<file path="config.mk">
export PLATFORM = sky130hd
export DESIGN_NAME = drive_bus_data_map
export DESIGN_NICKNAME = d
export VERILOG_FILES = /design/src/inc/drive_bus_data_map_pkg.sv /design/src/verilog/drive_bus_data_map.sv /design/src/verilog/map_addr_decode.sv
export VERILOG_INCLUDE_DIRS = /design/src /design/src/inc
export SDC_FILE = /design/constraint.sdc
export NUM_CORES = 1
export LEC_CHECK = 0
export BUFFER_PORTS_ARGS = -buffer_cell sky130_fd_sc_hd__buf_4
export CORE_ASPECT_RATIO = 1.25
export CORE_MARGIN = 1
export CORE_UTILIZATION = 40
export CTS_CLUSTER_DIAMETER = 30
export CTS_CLUSTER_SIZE = 20
export DETAILED_ROUTE_END_ITERATION = 6
export PLACE_DENSITY = 0.65
export SETUP_SLACK_MARGIN = 0.5
export SYNTH_ARGS = -nofsm -noshare
export SYNTH_HDL_FRONTEND = slang
export SYNTH_SLANG_ARGS = --single-unit
</file>
<file path="constraint.sdc">
create_clock -name i_clk -period 2.1 [get_ports i_clk]
set_input_delay 0.105 -clock i_clk [delete_from_list [all_inputs] [get_ports i_clk]]
set_output_delay 0.105 -clock i_clk [all_outputs]
set_load 0.01 [all_outputs]
</file>
<file path="src/inc/drive_bus_data_map_cfg.svh">
/*
 * Address map, field positions and reset values of the drive bus data map.
 * Assumes it is included by bare name, after the package, by design files.
 */
`ifndef DRIVE_BUS_DATA_MAP_CFG_SVH
`define DRIVE_BUS_DATA_MAP_CFG_SVH

// ==========================================================================
// coil space (zero-based message addresses)
// ==========================================================================
`define COIL_CTW_BASE 16'h0000
`define COIL_REF_BASE 16'h0010
`define COIL_STW_BASE 16'h0020
`define COIL_MAV_BASE 16'h0030
`define COIL_STORE 16'h0040
`define COIL_FIELD_MASK 16'hfff0
`define COIL_BIT_MSB 3

// ==========================================================================
// holding register space (message addresses)
// ==========================================================================
`define REG_LAST_ERROR 16'h0007
`define REG_ARRAY_INDEX 16'h0009
`define REG_CTW 16'hc350
`define REG_REF 16'hc35a
`define REG_STW 16'hc418
`define REG_MAV 16'hc422
`define PARAM_ADDR_MIN 16'h000a
`define PARAM_ADDR_MAX 16'hc346
`define PARAM_STEP 16'h000a
`define PARAM_REM_ZERO 16'h0000

// ==========================================================================
// control word bit positions (coil n is bit n-1)
// ==========================================================================
`define CTW_PRESET_LSB 0
`define CTW_PRESET_MSB 1
`define CTW_DC_BRAKE 2
`define CTW_COAST 3
`define CTW_QUICK_STOP 4
`define CTW_FREEZE 5
`define CTW_START 6
`define CTW_RESET 7
`define CTW_JOG 8
`define CTW_RAMP2 9
`define CTW_DATA_VALID 10
`define CTW_RELAY1 11
`define CTW_RELAY2 12
`define CTW_SETUP_LSB 13
`define CTW_SETUP_MSB 14
`define CTW_REVERSE 15

// ==========================================================================
// status word bit positions (coil 33 is bit 0)
// ==========================================================================
`define STW_CTRL_READY 0
`define STW_DRIVE_READY 1
`define STW_SAFETY 2
`define STW_ALARM 3
`define STW_WARNING 7
`define STW_AT_REF 8
`define STW_AUTO 9
`define STW_IN_RANGE 10
`define STW_RUNNING 11
`define STW_VOLTAGE 13
`define STW_CURRENT 14
`define STW_THERMAL 15

// ==========================================================================
// reset values
// ==========================================================================
`define WORD_RESET 16'h0000
`define BIT_RESET 1'h0

`endif

</file>
<file path="src/inc/drive_bus_data_map_pkg.sv">
/*
 * Types shared by the drive bus data map files.
 * Assumes nothing of its surroundings.
 */
package drive_bus_data_map_pkg;
   // ========================================================================
   // holding register access sequencer
   // ========================================================================
   typedef enum logic [0:0] {
      ACC_IDLE = 1'b0,   // ready for the next register request
      ACC_PARAM = 1'b1   // waiting on the parameter store
   } access_state_t;

   typedef logic [15:0] word_t;   // one holding register
endpackage : drive_bus_data_map_pkg

</file>
<file path="src/verilog/drive_bus_data_map.sv">
/*
 * Coil and holding register map of the drive as seen by the bus master.
 * Assumes the serial slave in front of it has framed the message, checked
 * it, handled the function code and turned it into one-cycle coil and
 * register requests with zero-based addresses, on the same clock.
 */
// How it works
// RULE_01 - coils are bits, registers 16-bit words
// RULE_02 - coil addresses are coil number minus one
// RULE_03 - register addresses drop the 4xxxx prefix
// RULE_04 - coils 1-16 hold the control word
// RULE_05 - coils 17-32 hold the speed reference
// RULE_06 - coils 33-48 show the status word
// RULE_07 - cleared coils 3-6 request stops; 7 starts
// RULE_08 - coil 65 selects RAM or RAM plus EEPROM
// RULE_09 - status coils 33-35 show readiness and safety
// RULE_10 - coils 46-48 follow voltage, current, thermal
// RULE_11 - register 7 returns last error code
// RULE_12 - register 9 holds the array index
// RULE_13 - parameters sit at ten times number
// RULE_14 - register 50000 takes the control word
// RULE_15 - register 50010 takes the bus reference
// RULE_16 - register 50200 returns the status word
// RULE_17 - register 50210 returns main actual value
// RULE_18 - reserved places read zero, ignore writes
`timescale 1ns/1ps
`default_nettype none
`include "drive_bus_data_map_cfg.svh"

module drive_bus_data_map
   import drive_bus_data_map_pkg::*;
(
   input wire logic i_clk,
   input wire logic i_reset_n,
   // coil access from the serial slave
   input wire logic i_coil_req,
   input wire logic i_coil_we,
   input wire logic [15:0] i_coil_addr,
   input wire logic i_coil_wdata,
   output logic o_coil_ack,
   output logic o_coil_rdata,
   // holding register access from the serial slave
   input wire logic i_reg_req,
   input wire logic i_reg_we,
   input wire logic [15:0] i_reg_addr,
   input wire logic [15:0] i_reg_wdata,
   output logic o_reg_ack,
   output logic [15:0] o_reg_rdata,
   output logic o_reg_busy,
   // parameter store
   output logic o_param_req,
   output logic o_param_we,
   output logic [15:0] o_param_num,
   output logic [15:0] o_param_wdata,
   output logic [15:0] o_param_index,
   output logic o_store_eeprom,
   input wire logic i_param_ack,
   input wire logic [15:0] i_param_rdata,
   // drive state
   input wire logic i_error_strobe,
   input wire logic [15:0] i_error_code,
   input wire logic [15:0] i_main_actual,
   input wire logic i_control_ready,
   input wire logic i_drive_ready,
   input wire logic i_safety_closed,
   input wire logic i_alarm,
   input wire logic i_warning,
   input wire logic i_at_reference,
   input wire logic i_auto_mode,
   input wire logic i_in_freq_range,
   input wire logic i_running,
   input wire logic i_voltage_warning,
   input wire logic i_current_limit,
   input wire logic i_thermal_warning,
   // control word and reference towards the drive
   output logic [15:0] o_control_word,
   output logic [15:0] o_speed_reference,
   output logic [1:0] o_preset_ref,
   output logic o_dc_brake_req,
   output logic o_coast_req,
   output logic o_quick_stop_req,
   output logic o_freeze_req,
   output logic o_start,
   output logic o_reset_req,
   output logic o_jog,
   output logic o_ramp2,
   output logic o_data_valid,
   output logic o_relay1,
   output logic o_relay2,
   output logic [1:0] o_setup_sel,
   output logic o_reverse
);

   // a coil write wins over a same-cycle register write of the same word
   function automatic logic field_bit_next(input logic cur, coil_hit,
      coil_bit, reg_hit, reg_bit);
      field_bit_next = coil_hit ? coil_bit : (reg_hit ? reg_bit : cur);
   endfunction : field_bit_next

   // ========================================================================
   // address decode
   // ========================================================================
   logic sel_coil_ctw, sel_coil_ref, sel_coil_stw, sel_coil_mav;
   logic sel_coil_store;
   logic sel_err, sel_idx, sel_ctw, sel_ref, sel_stw, sel_mav, sel_param;
   logic [15:0] param_num;

   map_addr_decode u_decode (
      .i_coil_addr(i_coil_addr),
      .i_reg_addr(i_reg_addr),
      .o_coil_ctw(sel_coil_ctw),
      .o_coil_ref(sel_coil_ref),
      .o_coil_stw(sel_coil_stw),
      .o_coil_mav(sel_coil_mav),
      .o_coil_store(sel_coil_store),
      .o_reg_err(sel_err),
      .o_reg_idx(sel_idx),
      .o_reg_ctw(sel_ctw),
      .o_reg_ref(sel_ref),
      .o_reg_stw(sel_stw),
      .o_reg_mav(sel_mav),
      .o_reg_param(sel_param),
      .o_param_num(param_num)
   );

   // ========================================================================
   // state
   // ========================================================================
   access_state_t state_reg, state_next; // register sequencer
   word_t ctw_reg, ctw_next; // control word
   word_t ref_reg, ref_next; // speed reference
   word_t stw_reg, stw_next; // status word snapshot
   word_t mav_reg; // main actual value snapshot
   word_t err_reg; // last error code
   word_t idx_reg; // array index
   logic store_reg; // storage target coil

   wire idle = state_reg == ACC_IDLE;
   wire coil_wr = i_coil_req & i_coil_we;
   // register requests are only taken while idle; busy shows the refusal
   wire reg_take = i_reg_req & idle;
   wire reg_wr = reg_take & i_reg_we;
   wire [3:0] coil_bit = i_coil_addr[`COIL_BIT_MSB:0];
   wire param_take = reg_take & sel_param;   // [RULE_13]
   wire param_done = (state_reg == ACC_PARAM) & i_param_ack;

   // ========================================================================
   // control word and reference: coils and registers share one store
   // ========================================================================
   genvar gi;
   generate
      for (gi = 0; gi < 16; gi = gi + 1) begin : g_field
         wire coil_here = coil_wr & (coil_bit == 4'(gi));
         assign ctw_next[gi] = field_bit_next(ctw_reg[gi],
            coil_here & sel_coil_ctw, i_coil_wdata,
            reg_wr & sel_ctw, i_reg_wdata[gi]);   // [RULE_04] [RULE_14]
         assign ref_next[gi] = field_bit_next(ref_reg[gi],
            coil_here & sel_coil_ref, i_coil_wdata,
            reg_wr & sel_ref, i_reg_wdata[gi]);   // [RULE_05] [RULE_15]
      end
   endgenerate

   // ========================================================================
   // status word assembly; unused coils stay zero
   // ========================================================================
   always_comb begin
      stw_next = `WORD_RESET;
      stw_next[`STW_CTRL_READY] = i_control_ready; // [RULE_09]
      stw_next[`STW_DRIVE_READY] = i_drive_ready; // [RULE_09]
      stw_next[`STW_SAFETY] = i_safety_closed; // [RULE_09]
      stw_next[`STW_ALARM] = i_alarm; // [RULE_06]
      stw_next[`STW_WARNING] = i_warning; // [RULE_06]
      stw_next[`STW_AT_REF] = i_at_reference; // [RULE_06]
      stw_next[`STW_AUTO] = i_auto_mode; // [RULE_06]
      stw_next[`STW_IN_RANGE] = i_in_freq_range; // [RULE_06]
      stw_next[`STW_RUNNING] = i_running; // [RULE_06]
      stw_next[`STW_VOLTAGE] = i_voltage_warning; // [RULE_10]
      stw_next[`STW_CURRENT] = i_current_limit; // [RULE_10]
      stw_next[`STW_THERMAL] = i_thermal_warning; // [RULE_10]
   end

   // ========================================================================
   // read multiplexers; anything not decoded reads zero
   // ========================================================================
   wire coil_rdata_next =
      sel_coil_ctw ? ctw_reg[coil_bit] :
      sel_coil_ref ? ref_reg[coil_bit] :
      sel_coil_stw ? stw_reg[coil_bit] :
      sel_coil_mav ? mav_reg[coil_bit] :
      sel_coil_store ? store_reg : `BIT_RESET;   // [RULE_01] [RULE_18]

   wire [15:0] reg_rdata_next =
      param_done ? i_param_rdata :
      sel_err ? err_reg : // [RULE_11]
      sel_idx ? idx_reg :
      sel_ctw ? ctw_reg :
      sel_ref ? ref_reg :
      sel_stw ? stw_reg : // [RULE_16]
      sel_mav ? mav_reg : `WORD_RESET; // [RULE_17] [RULE_18]

   // ========================================================================
   // sequencer: parameter accesses wait for the store, others answer next
   // ========================================================================
   always_comb begin
      case (state_reg)
         ACC_IDLE: begin
            state_next = param_take ? ACC_PARAM : ACC_IDLE;
         end
         ACC_PARAM: begin
            state_next = i_param_ack ? ACC_IDLE : ACC_PARAM;
         end
         default: begin
            state_next = ACC_IDLE;
         end
      endcase
   end

   wire reg_ack_next = (reg_take & ~sel_param) | param_done;

   // ========================================================================
   // storage flops
   // ========================================================================
   // the status word and main actual value are captured every cycle so the outputs stay registered
   always_ff @(posedge i_clk or negedge i_reset_n) begin
      if (!i_reset_n) begin
         state_reg <= ACC_IDLE;
         ctw_reg <= `WORD_RESET;
         ref_reg <= `WORD_RESET;
         stw_reg <= `WORD_RESET;
         mav_reg <= `WORD_RESET;
         err_reg <= `WORD_RESET;
         idx_reg <= `WORD_RESET;
         store_reg <= `BIT_RESET;
      end else begin
         state_reg <= state_next;
         ctw_reg <= ctw_next;
         ref_reg <= ref_next;
         stw_reg <= stw_next;
         mav_reg <= i_main_actual;
         if (i_error_strobe) begin
            err_reg <= i_error_code; // [RULE_11]
         end
         if (reg_wr & sel_idx) begin
            idx_reg <= i_reg_wdata; // [RULE_12]
         end
         if (coil_wr & sel_coil_store) begin
            store_reg <= i_coil_wdata; // [RULE_08]
         end
      end
   end

   // bus answers
   always_ff @(posedge i_clk or negedge i_reset_n) begin
      if (!i_reset_n) begin
         o_coil_ack <= `BIT_RESET;
         o_coil_rdata <= `BIT_RESET;
         o_reg_ack <= `BIT_RESET;
         o_reg_rdata <= `WORD_RESET;
         o_reg_busy <= `BIT_RESET;
      end else begin
         o_coil_ack <= i_coil_req;
         o_coil_rdata <= i_coil_req ? coil_rdata_next : `BIT_RESET;
         o_reg_ack <= reg_ack_next;
         o_reg_rdata <= reg_ack_next ? reg_rdata_next : `WORD_RESET;
         o_reg_busy <= state_next == ACC_PARAM;
      end
   end

   // parameter store request
   always_ff @(posedge i_clk or negedge i_reset_n) begin
      if (!i_reset_n) begin
         o_param_req <= `BIT_RESET;
         o_param_we <= `BIT_RESET;
         o_param_num <= `WORD_RESET;
         o_param_wdata <= `WORD_RESET;
      end else begin
         o_param_req <= param_take; // [RULE_13]
         if (param_take) begin
            o_param_we <= i_reg_we;
            o_param_num <= param_num;
            o_param_wdata <= i_reg_wdata;
         end
      end
   end

   // decoded control outputs follow the word one cycle later
   always_ff @(posedge i_clk or negedge i_reset_n) begin
      if (!i_reset_n) begin
         o_preset_ref <= 2'h0;
         o_dc_brake_req <= `BIT_RESET;
         o_coast_req <= `BIT_RESET;
         o_quick_stop_req <= `BIT_RESET;
         o_freeze_req <= `BIT_RESET;
         o_start <= `BIT_RESET;
         o_reset_req <= `BIT_RESET;
         o_jog <= `BIT_RESET;
         o_ramp2 <= `BIT_RESET;
         o_data_valid <= `BIT_RESET;
         o_relay1 <= `BIT_RESET;
         o_relay2 <= `BIT_RESET;
         o_setup_sel <= 2'h0;
         o_reverse <= `BIT_RESET;
      end else begin
         o_preset_ref <= ctw_reg[`CTW_PRESET_MSB:`CTW_PRESET_LSB];
         o_dc_brake_req <= ~ctw_reg[`CTW_DC_BRAKE];    // [RULE_07]
         o_coast_req <= ~ctw_reg[`CTW_COAST];          // [RULE_07]
         o_quick_stop_req <= ~ctw_reg[`CTW_QUICK_STOP];// [RULE_07]
         o_freeze_req <= ~ctw_reg[`CTW_FREEZE];        // [RULE_07]
         o_start <= ctw_reg[`CTW_START];               // [RULE_07]
         o_reset_req <= ctw_reg[`CTW_RESET];
         o_jog <= ctw_reg[`CTW_JOG];
         o_ramp2 <= ctw_reg[`CTW_RAMP2];
         o_data_valid <= ctw_reg[`CTW_DATA_VALID];
         o_relay1 <= ctw_reg[`CTW_RELAY1];
         o_relay2 <= ctw_reg[`CTW_RELAY2];
         o_setup_sel <= ctw_reg[`CTW_SETUP_MSB:`CTW_SETUP_LSB];
         o_reverse <= ctw_reg[`CTW_REVERSE];
      end
   end

   assign o_control_word = ctw_reg;
   assign o_speed_reference = ref_reg;
   assign o_param_index = idx_reg;
   assign o_store_eeprom = store_reg;
endmodule : drive_bus_data_map

`default_nettype wire

</file>
<file path="src/verilog/map_addr_decode.sv">
/*
 * Address decoder for the coil and holding register spaces.
 * Assumes message addresses are already zero-based and come from logic on
 * the same clock; purely combinational.
 */
`timescale 1ns/1ps
`default_nettype none
`include "drive_bus_data_map_cfg.svh"

module map_addr_decode
   import drive_bus_data_map_pkg::*;
(
   input wire logic [15:0] i_coil_addr,
   input wire logic [15:0] i_reg_addr,
   output logic o_coil_ctw,
   output logic o_coil_ref,
   output logic o_coil_stw,
   output logic o_coil_mav,
   output logic o_coil_store,
   output logic o_reg_err,
   output logic o_reg_idx,
   output logic o_reg_ctw,
   output logic o_reg_ref,
   output logic o_reg_stw,
   output logic o_reg_mav,
   output logic o_reg_param,
   output logic [15:0] o_param_num
);
   // ========================================================================
   // coil space: one 16-coil field per word, then the storage coil
   // ========================================================================
   // low nibble picks the bit, the rest picks the word
   wire [15:0] coil_field = i_coil_addr & `COIL_FIELD_MASK;   // [RULE_02]
   assign o_coil_ctw = coil_field == `COIL_CTW_BASE;
   assign o_coil_ref = coil_field == `COIL_REF_BASE;
   assign o_coil_stw = coil_field == `COIL_STW_BASE;
   assign o_coil_mav = coil_field == `COIL_MAV_BASE;
   assign o_coil_store = i_coil_addr == `COIL_STORE;

   // ========================================================================
   // holding register space
   // ========================================================================
   assign o_reg_err = i_reg_addr == `REG_LAST_ERROR;   // [RULE_03]
   assign o_reg_idx = i_reg_addr == `REG_ARRAY_INDEX;
   assign o_reg_ctw = i_reg_addr == `REG_CTW;
   assign o_reg_ref = i_reg_addr == `REG_REF;
   assign o_reg_stw = i_reg_addr == `REG_STW;
   assign o_reg_mav = i_reg_addr == `REG_MAV;

   // parameters sit at ten times their number; a constant divide is cheap
   // enough here and keeps the window exact at both ends
   wire [15:0] param_rem = i_reg_addr % `PARAM_STEP;
   assign o_param_num = i_reg_addr / `PARAM_STEP;
   assign o_reg_param = (i_reg_addr >= `PARAM_ADDR_MIN) &&
                        (i_reg_addr <= `PARAM_ADDR_MAX) &&
                        (param_rem == `PARAM_REM_ZERO);   // [RULE_13]
endmodule : map_addr_decode

`default_nettype wire

</file>
==> results of run 1 <==
==> layer usage <==
layer | vias up | global-route usage | share of wire
met2 | 485 | 0.567 | 0.53
li1 | 4528 | - | -
met1 | 4934 | 0.343 | 0.36
met5 | - | 0 | 0
met3 | 123 | 0.0429 | 0.058
met4 | 0 | 0.155 | 0.052
==> how the worst max path moves through the flow <==
stage / end / slack, ps / cells past startpoint
2_1_floorplan: o_param_wdata[10] / -3630 / 28
4_1_cts: o_param_num[6] / -3230 / 26
5_1_grt: o_param_wdata[13] / -3550 / 27
3_5_place_dp: o_param_num[10] / -3940 / 25
3_3_place_gp: o_param_wdata[2] / -3830 / 25
6_report: o_param_wdata[13] / -3380 / 26
==> per-stage QoR <==
| step | cell area (µm²) | utilization | setup TNS, ps |
|---|---|---|---|
| detailed placement | 13000 | 0.566 | -193960 |
| global placement | 13000 | 0.566 | -187890 |
| floorplan | 9840 | - | -172880 |
| CTS | 15000 | 0.653 | -154230 |
| finish | 15500 | 0.674 | -162330 |
| global route | 15500 | 0.674 | -170890 |
==> worst max-delay path, stage by stage <==
cell and delay (ps):
buf_12 110, or4b_1 530, a31o_1 250, o311ai_4 80, buf_6 170, buf_6 120
or3_1 100, o21ai_1 60, a221o_1 350, o31a_1 290, and3_4 200, a311o_1 350
a311oi_2 380, a21oi_4 80, buf_4 170, a21oi_4 160, xor2_2 170, ha_2 200
nor3_2 40, or3_1 320, a221o_1 360, o311ai_4 350, nand4_4 190, buf_12 170
buf_16 150, mux2_4 310
==> area by class of cell <==
cell class | count | area share
multi-input cells | 656 | 0.359
well taps | 288 | 0.0233
flip-flops and latches | 160 | 0.259
repair buffers | 569 | 0.314
inverters | 23 | 0.00591
clock buffers | 17 | 0.0275
clock inverters | 15 | 0.0118
==> what timing repair did <==
| action | in CTS | in global routing |
|---|---|---|
| endpoints found under the hold margin | 151 | 0 |
| gates resized for setup | 66 | 70 |
| pin swaps | 32 | 37 |
| setup buffers | 25 | 22 |
| endpoints found under the setup margin | 94 | 96 |
| hold buffers | 80 | 0 |
| cloned | 4 | 1 |
==> where the power goes <==
group | switching [W] | internal (W) | total, W
Sequential | 0.000262 | 0.00346 | 0.00372
Combinational | 0.00185 | 0.00227 | 0.00411
Clock | 0.00153 | 0.00162 | 0.00315
Total | 0.00364 | 0.00735 | 0.0110
==> synth_stat cells, types with 7 or more instances <==
| cell | instances |
|---|---|
| nand3_1 | 51 |
| nor3_1 | 25 |
| o211a_1 | 17 |
| a21oi_1 | 37 |
| inv_1 | 18 |
| buf_4 | 12 |
| mux2_1 | 9 |
| o211ai_1 | 10 |
| dfrtp_1 | 160 |
| nor2b_1 | 9 |
| mux2_2 | 39 |
| a31oi_1 | 9 |
| clkbuf_1 | 35 |
| a222oi_1 | 27 |
| nand2_1 | 76 |
| nand4_1 | 11 |
| mux2i_1 | 30 |
| mux4_2 | 18 |
| nand2b_1 | 8 |
| o22ai_1 | 16 |
| mux2_4 | 18 |
| o21ai_0 | 32 |
| and3_1 | 7 |
| nor2_1 | 72 |
| buf_2 | 23 |
==> logic make-up after synthesis <==
logic type,Yosys count,synth area share
flops,160,0.429
fa+ha+maj,3,0.00375
mux,114,0.162
xor+xnor,6,0.00563
simple gates,290,0.149
buf+inv,101,0.0509
other cells,1,0.000402
compound gates,239,0.199
==> results.md, run 1 <==
* Outcome: finished, violations left
* Failing checks: DRC, setup timing
* TritonCTS clock tree: yes
* Dpl cells at 1,564
* ANT cells at 0
* Worst vdd ir at 0.000487 V
* Initial DRC count at 1,031
* PwrDens at 710 nW/µm²
* # H-tree levels at 4
* CP Data Required Time at 2410 ps
* Final setup viols at 49
* Hold slack at 56.7 ps
* Multi-input gate area in the final layout at 5550 µm²
* CTS Root Cell: clkbuf_16
* Synth Warn # at 0
* Largest net degree at the start of global routing at 60
* Final Skew at 12.6 ps
* Syn avg cell area at 10.2 µm²
* Crit path kind: in -> reg
* Final #Nets at 1,546
* Most frequent cells in the layout: buf_4 (439), dfrtp_1 (160), dlygate4sd3_1 (80)
* Area grow syn2layout at 65.6%
* Post-Layout Cell Count at 1,728
* Most common cell after layout, fill and taps aside: buf_4
* Synth Instances at 914
* Yosys reg bits at 160
* Crit-path max FO at 7
* Reg2Reg Setup Slack at 40 ps
* Final Power at 0.0110 W
* Die width at 139 µm
* DR vias/cell at 5.83
* Register Area at 4000 µm²
* Critical Path AT at 5790 ps
* Count of flip-flops with a built-in enable after synthesis at 0
* RR Startpoint: mav_reg[8]
* Worst Tran Pin Value at 542 ps
* Top area cells in the synthesized netlist: dfrtp_1 (43%), mux2_2 (4.7%), mux4_2 (4.3%)
* R2r endpoint: o_coil_rdata
* Row cnt at 62
* LEAKAGE at 7.39 nW
* Hold path cells at 4
* CTS clk-pin slew, worst paths at 70 ps
* DP HPWL at 25,600 µm
* Minimum clock period at 5480 ps
* GRT Resource Usage Total at 0.306
* DP Worst Slack at -3940 ps
* Hold Crit Endpoint: o_coil_rdata
* Layout cell share with drive strength beyond 1 at 0.497
* Unrepaired setup endpoints after global routing: true
* 1st-pass router iterations at 7
* Via count at 10,100
* Crit end category: flip-flop
* WL final at 37,200 µm
* Main synth FF type: dfrtp_1
* Port bufs at 232
* CTS Buf Count at 17
* Sequential-to-total area share from yosys stat at 0.429
* Clock Path Buffers at 2
* Worst Hold Class: in -> reg
* Asr flop ratio synth at 1.00
* Yosys top cell by area: dfrtp_1
* Final Worst Setup Slack at -3380 ps
* Number of distinct library cells after synthesis at 87
* Die H at 173 µm
* Worst R2R Path Depth at 7
* F_max at 183 MHz
* Final hold vios at 0
* Global-route wire length before repair at 56,500 µm
* # Max-Cap Violations at 0
* Fin. max-slew vios at 0
* Gr ovfl total at 0
* Startpoint types: input port
* Synthesized area at 9340 µm²
* # fillers at 1,726
* Worst skew pair latency at 440 ps
* Vias in the first global route at 10,200
* Clock Sink Count at 160
* Slew HR at 0.637
* Routed Antenna Nets at 0
* Hold_sp: i_coil_addr[4]
* Die Area at 24,000 µm²
* Gpl congestion at 0.877
* I/O pins at 236
* Critical Path Source: i_reg_addr[15]
* Initial antenna violation count at 0
* Initial core utilization at 0.407
* Drt wl/cell at 21.5 µm
* Core box area at 23,000 µm²
* Top-area cell type share of the netlist area at 0.429
* Crit share post-route at 2.61
* Residual DRC at 32
(Power assumes the default switching activity.)
==> inputs of run 2 (changes only) <==
- CAP_MARGIN: not set -> 20
- MAX_ROUTING_LAYER: not set -> met4
==> run 2 against run 1 <==
Effect of this change: the run still ends with DRC, setup timing left; worst hold slack improved by 19 ps; non-clock buffer count fell by 3; first-iteration DRC count fell by 13%; cell count fell by 0.17%; total power rose by 1.0%; clock power rose by 3%; die area did not move; largest cell class unchanged.
==> results.md, run 2 (same netlist as run 1, synthesis figures left out) <==
* Multi-input gate area in the final layout at 5600 µm² (+0.88%)
* CTS Root Cell: clkbuf_16
* WL final at 36,600 µm (-1.5%)
* Final hold vios at 0 (unchanged)
* Failing checks: DRC, setup timing
* # Max-Cap Violations at 0 (unchanged)
* Unrepaired setup endpoints after global routing: true
* Cell area after placement at 13,100 µm² (+0.42%)
* F_max at 190 MHz (+4.0%)
* Final Power at 0.0111 W (+1.0%)
* Final Skew at 10.6 ps (-2.08 ps)
* Register Area at 4010 µm² (about the same)
* GRT Resource Usage Total at 0.308 (+0.00175)
* Initial DRC count at 894 (-13%)
* Residual DRC at 21 (-34%)
* DR vias/cell at 5.81 (-0.26%)
* Clock Path Buffers at 2 (unchanged)
* Minimum clock period at 5270 ps (-208 ps)
* Largest net degree at the start of global routing at 66 (+10%)
* Number of cells on the critical path at 26 (unchanged)
* Gr ovfl total at 0 (unchanged)
* Hold slack at 76.1 ps (+19.4 ps)
* Core box area at 23,000 µm² (unchanged)
* Critical Path AT at 5570 ps (-220 ps)
* Final setup viols at 50 (+2.0%)
* TNS Setup at -152,560 ps (+9760 ps)
* Routed Antenna Nets at 0 (unchanged)
* Final Worst Setup Slack at -3170 ps (+208 ps)
* Die H at 173 µm (unchanged)
* Most common cell after layout, fill and taps aside: buf_4
* Startpoint types: input port
* CP delay by family, top: compound AO/OA/AOI/OAI gates
* Worst path max stage delay at 510 ps (-20 ps)
* Worst R2R Path Depth at 7 (unchanged)
* CTS Buf Count at 17 (unchanged)
* Die width at 139 µm (unchanged)
* Crit-path max FO at 24 (+17)
* ANT cells at 0 (unchanged)
* Most frequent cells in the layout: buf_4 (452), dfrtp_1 (159), dlygate4sd3_1 (80)
* CTS clk-pin slew, worst paths at 70 ps (about the same)
* Reg2Reg Setup Slack at -10 ps (-50 ps)
* Crit end category: flip-flop
* Via count at 10,000 (-0.44%)
* Clock Sink Count at 160 (unchanged)
* Worst Tran Pin Value at 614 ps (+71.8 ps)
* Vias in the first global route at 9,933 (-2.7%)
* 1st-pass router iterations at 7 (unchanged)
* CP Data Required Time at 2400 ps (about the same)
* # H-tree levels at 4 (unchanged)
* Hold_sp: i_coil_wdata
* Outcome: finished, violations left
* Critical Path Source: i_reg_addr[15]
* I/O pins at 236 (unchanged)
* R2r endpoint: o_coil_rdata
* Worst Hold Class: in -> reg
* RR Startpoint: o_speed_reference[15]
* Design area at 15,400 µm² (-0.41%)
* Area grow syn2layout at 65.0%
* Layout cell share with drive strength beyond 1 at 0.502 (+0.00521)
* TritonCTS clock tree: yes
* LEAKAGE at 7.37 nW (-0.39%)
* CP bufs+invs at 6 (unchanged)
* Slew HR at 0.591 (-0.0462)
* Global-route wire length before repair at 54,900 µm (-2.8%)
* Crit path kind: in -> reg
* DP HPWL at 26,000 µm (+1.6%)
* Drt wl/cell at 21.2 µm (-1.3%)
* Gpl congestion at 0.898 (+2.4%)
* Port bufs at 232 (unchanged)
* Worst vdd ir at 0.000566 V (+16%)
* # fillers at 1,804 (+4.5%)
* DP Worst Slack at -3860 ps (+79.4 ps)
* Die Area at 24,000 µm² (unchanged)
* Initial antenna violation count at 0 (unchanged)
* Fin. max-slew vios at 0 (unchanged)
* Worst skew pair latency at 430 ps (about the same)
* CP max-delay cell: or4b_1
* Final #Nets at 1,543 (-0.19%)
* Crit share post-route at 2.51 (-0.0991)
* PwrDens at 721 nW/µm² (+1.4%)
* Row cnt at 62 (unchanged)
* Initial core utilization at 0.407 (unchanged)
* Worst setup path endpoint: o_param_num[11]
-- run 2: cell count changes in the layout (fill, tap and decap cells not counted), sizes merged --
cell,delta
buf,-5
inv,+1
clkbuf,+2
clkinv,-2
bufinv,+1
-- run 2: power by group --
part | internal [W] | switching, W | total [W] | leakage (nW)
logic | 0.00228 | 0.00187 | 0.00415 | 5.02
registers | 0.00346 | 0.000256 | 0.00372 | 2.04
clock network | 0.00172 | 0.00151 | 0.00323 | 0.296
total | 0.00746 | 0.00364 | 0.0111 | 7.37
-- run 2: area by class of cell --
cell class              count  area share
inverters                  23     0.00577
flip-flops and latches    160       0.260
clock inverters            15      0.0123
well taps                 288      0.0234
repair buffers            566       0.308
clock buffers              17      0.0276
multi-input cells         656       0.363
-- run 2: what timing repair did --
action,CTS,global route
buffers inserted,25,16
setup endpoints to repair,94,98
gates cloned,1,3
hold buffers,80,0
endpoints found under the hold margin,159,0
pin swaps,11,8
resized for setup,70,47
-- run 2: routing by layer --
layer	wire length [µm]	vias to the layer above	track usage
li1	-	4506	-
met1	13500	4950	0.339
met2	19100	454	0.534
met3	2180	116	0.0451
met4	1900	0	0.175
met5	0	-	-
-- run 2: worst min path at each step --
stage / cells past startpoint / endpoint / slack [ps]
global route: 3 / o_speed_reference[2] / 80
finish: 3 / o_speed_reference[2] / 80
detailed placement: 1 / o_preset_ref[1] / 140
CTS: 3 / o_speed_reference[2] / 70
global placement: 1 / o_coast_req / 140
floorplan: 0 / err_reg[0] / -190
-- run 2: worst min-delay path, cell delays in order --
cell	delay [ps]
buf_4	210
nand2_1	90
o21ai_1	50
-- run 2: per-stage QoR --
| step | util | instances |
|---|---|---|
| finish | 0.671 | 1725 |
| global route | 0.671 | 1725 |
| CTS | 0.653 | 1706 |
| detailed placement | 0.569 | 1568 |
| global placement | 0.569 | 1568 |
| floorplan | - | 916 |
==> inputs of run 3 (changes only) <==
- SETUP_SLACK_MARGIN: 0.5 -> not set
==> run 3 against run 2 <==
Effect of this change: the flow still finishes with violations (DRC, setup timing); clock power decreased by 3%; critical path depth unchanged; worst setup slack got worse by 190 ps; first-iteration DRC count decreased by 6.0%; count of clock-buffer cells in the layout unchanged; cell count decreased by 1.5%; register-to-register slack about the same; via count decreased by 1.2%; maximum frequency decreased by 3.4%; total power decreased by 3.4%; core utilization decreased by 2.9 points; largest cell class unchanged; largest power group unchanged.
==> results.md, run 3 (same netlist as run 1, synthesis figures left out) <==
* Outcome: finished, violations left
* Failing checks: DRC, setup timing
* DR vias/cell at 5.83 (+0.26%)
* Crit end category: flip-flop
* Final Power at 0.0107 W (-3.4%)
* Startpoint types: input port
* Worst vdd ir at 0.000542 V (-4.4%)
* Die Area at 24,000 µm² (unchanged)
* Most common cell after layout, fill and taps aside: buf_4
* Die H at 173 µm (unchanged)
* Crit-path max FO at 13 (-46%)
* Port bufs at 232 (unchanged)
* # Max-Cap Violations at 0 (unchanged)
* Vias in the first global route at 10,100 (+1.8%)
* CTS clk-pin slew, worst paths at 70 ps (about the same)
* WL final at 36,300 µm (-0.94%)
* Slew HR at 0.569 (-0.0222)
* Initial antenna violation count at 1 (+1)
* Unrepaired setup endpoints after global routing: true
* Drt wl/cell at 21.4 µm (+0.57%)
* Worst Hold Class: in -> reg
* Critical Path AT at 5780 ps (+210 ps)
* Cell mode on critical path: a21oi_4
* Gpl congestion at 0.956 (+6.4%)
* GRT Resource Usage Total at 0.320 (+0.0114)
* Final hold vios at 0 (unchanged)
* Most frequent cells in the layout: buf_4 (437), dfrtp_1 (160), dlygate4sd3_1 (80)
* Global-route wire length before repair at 57,100 µm (+4.1%)
* Routed Antenna Nets at 0 (unchanged)
* CP max-delay cell: or4b_1
* Clock Path Buffers at 2 (unchanged)
* Final #Nets at 1,516 (-1.7%)
* Cell area after placement at 12,900 µm² (-0.82%)
* Clock Sink Count at 160 (unchanged)
* Initial DRC count at 840 (-6.0%)
* Worst path max stage delay at 510 ps (about the same)
* Final Skew at 10.9 ps (+0.295 ps)
* Via count at 9,901 (-1.2%)
* Largest net degree at the start of global routing at 64 (-3.0%)
* CTS Root Cell: clkbuf_16
* DP Worst Slack at -3900 ps (-36.9 ps)
* Residual DRC at 22 (+4.8%)
* Design area at 14,700 µm² (-4.3%)
* I/O pins at 236 (unchanged)
* Worst Tran Pin Value at 647 ps (+33.3 ps)
* Crit share post-route at 2.60 (+0.0895)
* # H-tree levels at 4 (unchanged)
* Die width at 139 µm (unchanged)
* Area grow syn2layout at 57.9%
* Layout cell share with drive strength beyond 1 at 0.454 (-0.0478)
* Gr ovfl total at 0 (unchanged)
* CP bufs+invs at 4 (-2)
* 1st-pass router iterations at 7 (unchanged)
* Crit path kind: in -> reg
* TritonCTS clock tree: yes
* PwrDens at 727 nW/µm² (+0.91%)
* DP HPWL at 26,600 µm (+2.6%)
* Hold slack at 49.9 ps (-26.2 ps)
* Fin. max-slew vios at 0 (unchanged)
* Initial core utilization at 0.407 (unchanged)
* Final setup viols at 49 (-2.0%)
* CP delay by family, top: compound AO/OA/AOI/OAI gates
* LEAKAGE at 7.09 nW (-3.8%)
* CP Data Required Time at 2420 ps (+20 ps)
* Minimum clock period at 5460 ps (+188 ps)
* Row cnt at 62 (unchanged)
* Worst skew pair latency at 440 ps (about the same)
* Final Worst Setup Slack at -3360 ps (-188 ps)
* CTS Buf Count at 17 (unchanged)
* F_max at 183 MHz (-3.4%)
* Core box area at 23,000 µm² (unchanged)
[run 3: changes by cell type in the layout (fill, tap and decap cells not counted), sizes merged]
cell      previous run  this run
clkinv               9        11
diode                0         1
clkbuf              20        17
nand2               77        76
buf                483       460
clkinvlp             1         0
bufinv               1         0
[run 3: layer usage]
metal | part of all wire | wire length (µm) | GRT usage | up-vias
met3 | 0.078 | 2830 | 0.0626 | 118
li1 | - | - | - | 4447
met2 | 0.51 | 18600 | 0.556 | 509
met4 | 0.043 | 1560 | 0.149 | 0
met5 | 0 | 0 | - | -
met1 | 0.37 | 13300 | 0.352 | 4827
[run 3: final timing paths]
| kind | start | endpoint | slack [ps] | depth (start not counted) |
|---|---|---|---|---|
| min in group asynchronous | i_reset_n | o_freeze_req | 230 | 2 |
| worst min-delay path | i_coil_addr[4] | o_coil_rdata | 50 | 4 |
| max in group asynchronous | i_reset_n | stw_reg[10] | 1180 | 3 |
| worst max register to register | mav_reg[10] | o_coil_rdata | 0 | 7 |
| worst max-delay path | i_reg_addr[15] | o_param_wdata[2] | -3360 | 26 |
| worst min register to register | o_control_word[7] | o_reset_req | 470 | 0 |
[run 3: worst register-to-register path: cells and delay by family, from the launching register on]
kind	cells	cell delay, ps
AO/OA/AOI/OAI	2	190
flip-flops	1	420
multiplexers	3	1260
AND/OR/NAND/NOR	2	120
[run 3: stage by stage]
| stage | cells | setup TNS [ps] | utilization |
|---|---|---|---|
| after floorplan | 916 | -173000 | - |
| after global placement | 1570 | -195710 | 0.564 |
| after detailed placement | 1570 | -196970 | 0.564 |
| after CTS | 1694 | -156140 | 0.637 |
| after global routing | 1699 | -169320 | 0.642 |
| final | 1699 | -159970 | 0.642 |
[run 3: power breakdown]
group          internal [W]  leakage [nW]  switching (W)
clock               0.00160         0.290        0.00153
sequential          0.00346          2.05       0.000240
combinational       0.00211          4.75        0.00177
total               0.00718          7.09        0.00354
[run 3: repair_timing]
item                                   in CTS  in global routing
resized for setup                          44                 15
endpoints found under the hold margin     157                  0
pin swaps                                   4                  9
setup endpoints to repair                  49                 66
setup buffers                              10                  4
gates cloned                                2                  0
hold buffers                               80                  0
[run 3: area by class of cell]
| cell class | count | area, µm² |
|---|---|---|
| inverters | 23 | 86.3 |
| flip-flops and latches | 160 | 4000 |
| repair buffers | 540 | 4470 |
| fillers | 1922 | 8220 |
| clock inverters | 15 | 169 |
| well taps | 288 | 360 |
| clock buffers | 17 | 425 |
| diodes | 1 | 2.50 |
| multi-input cells | 655 | 5220 |
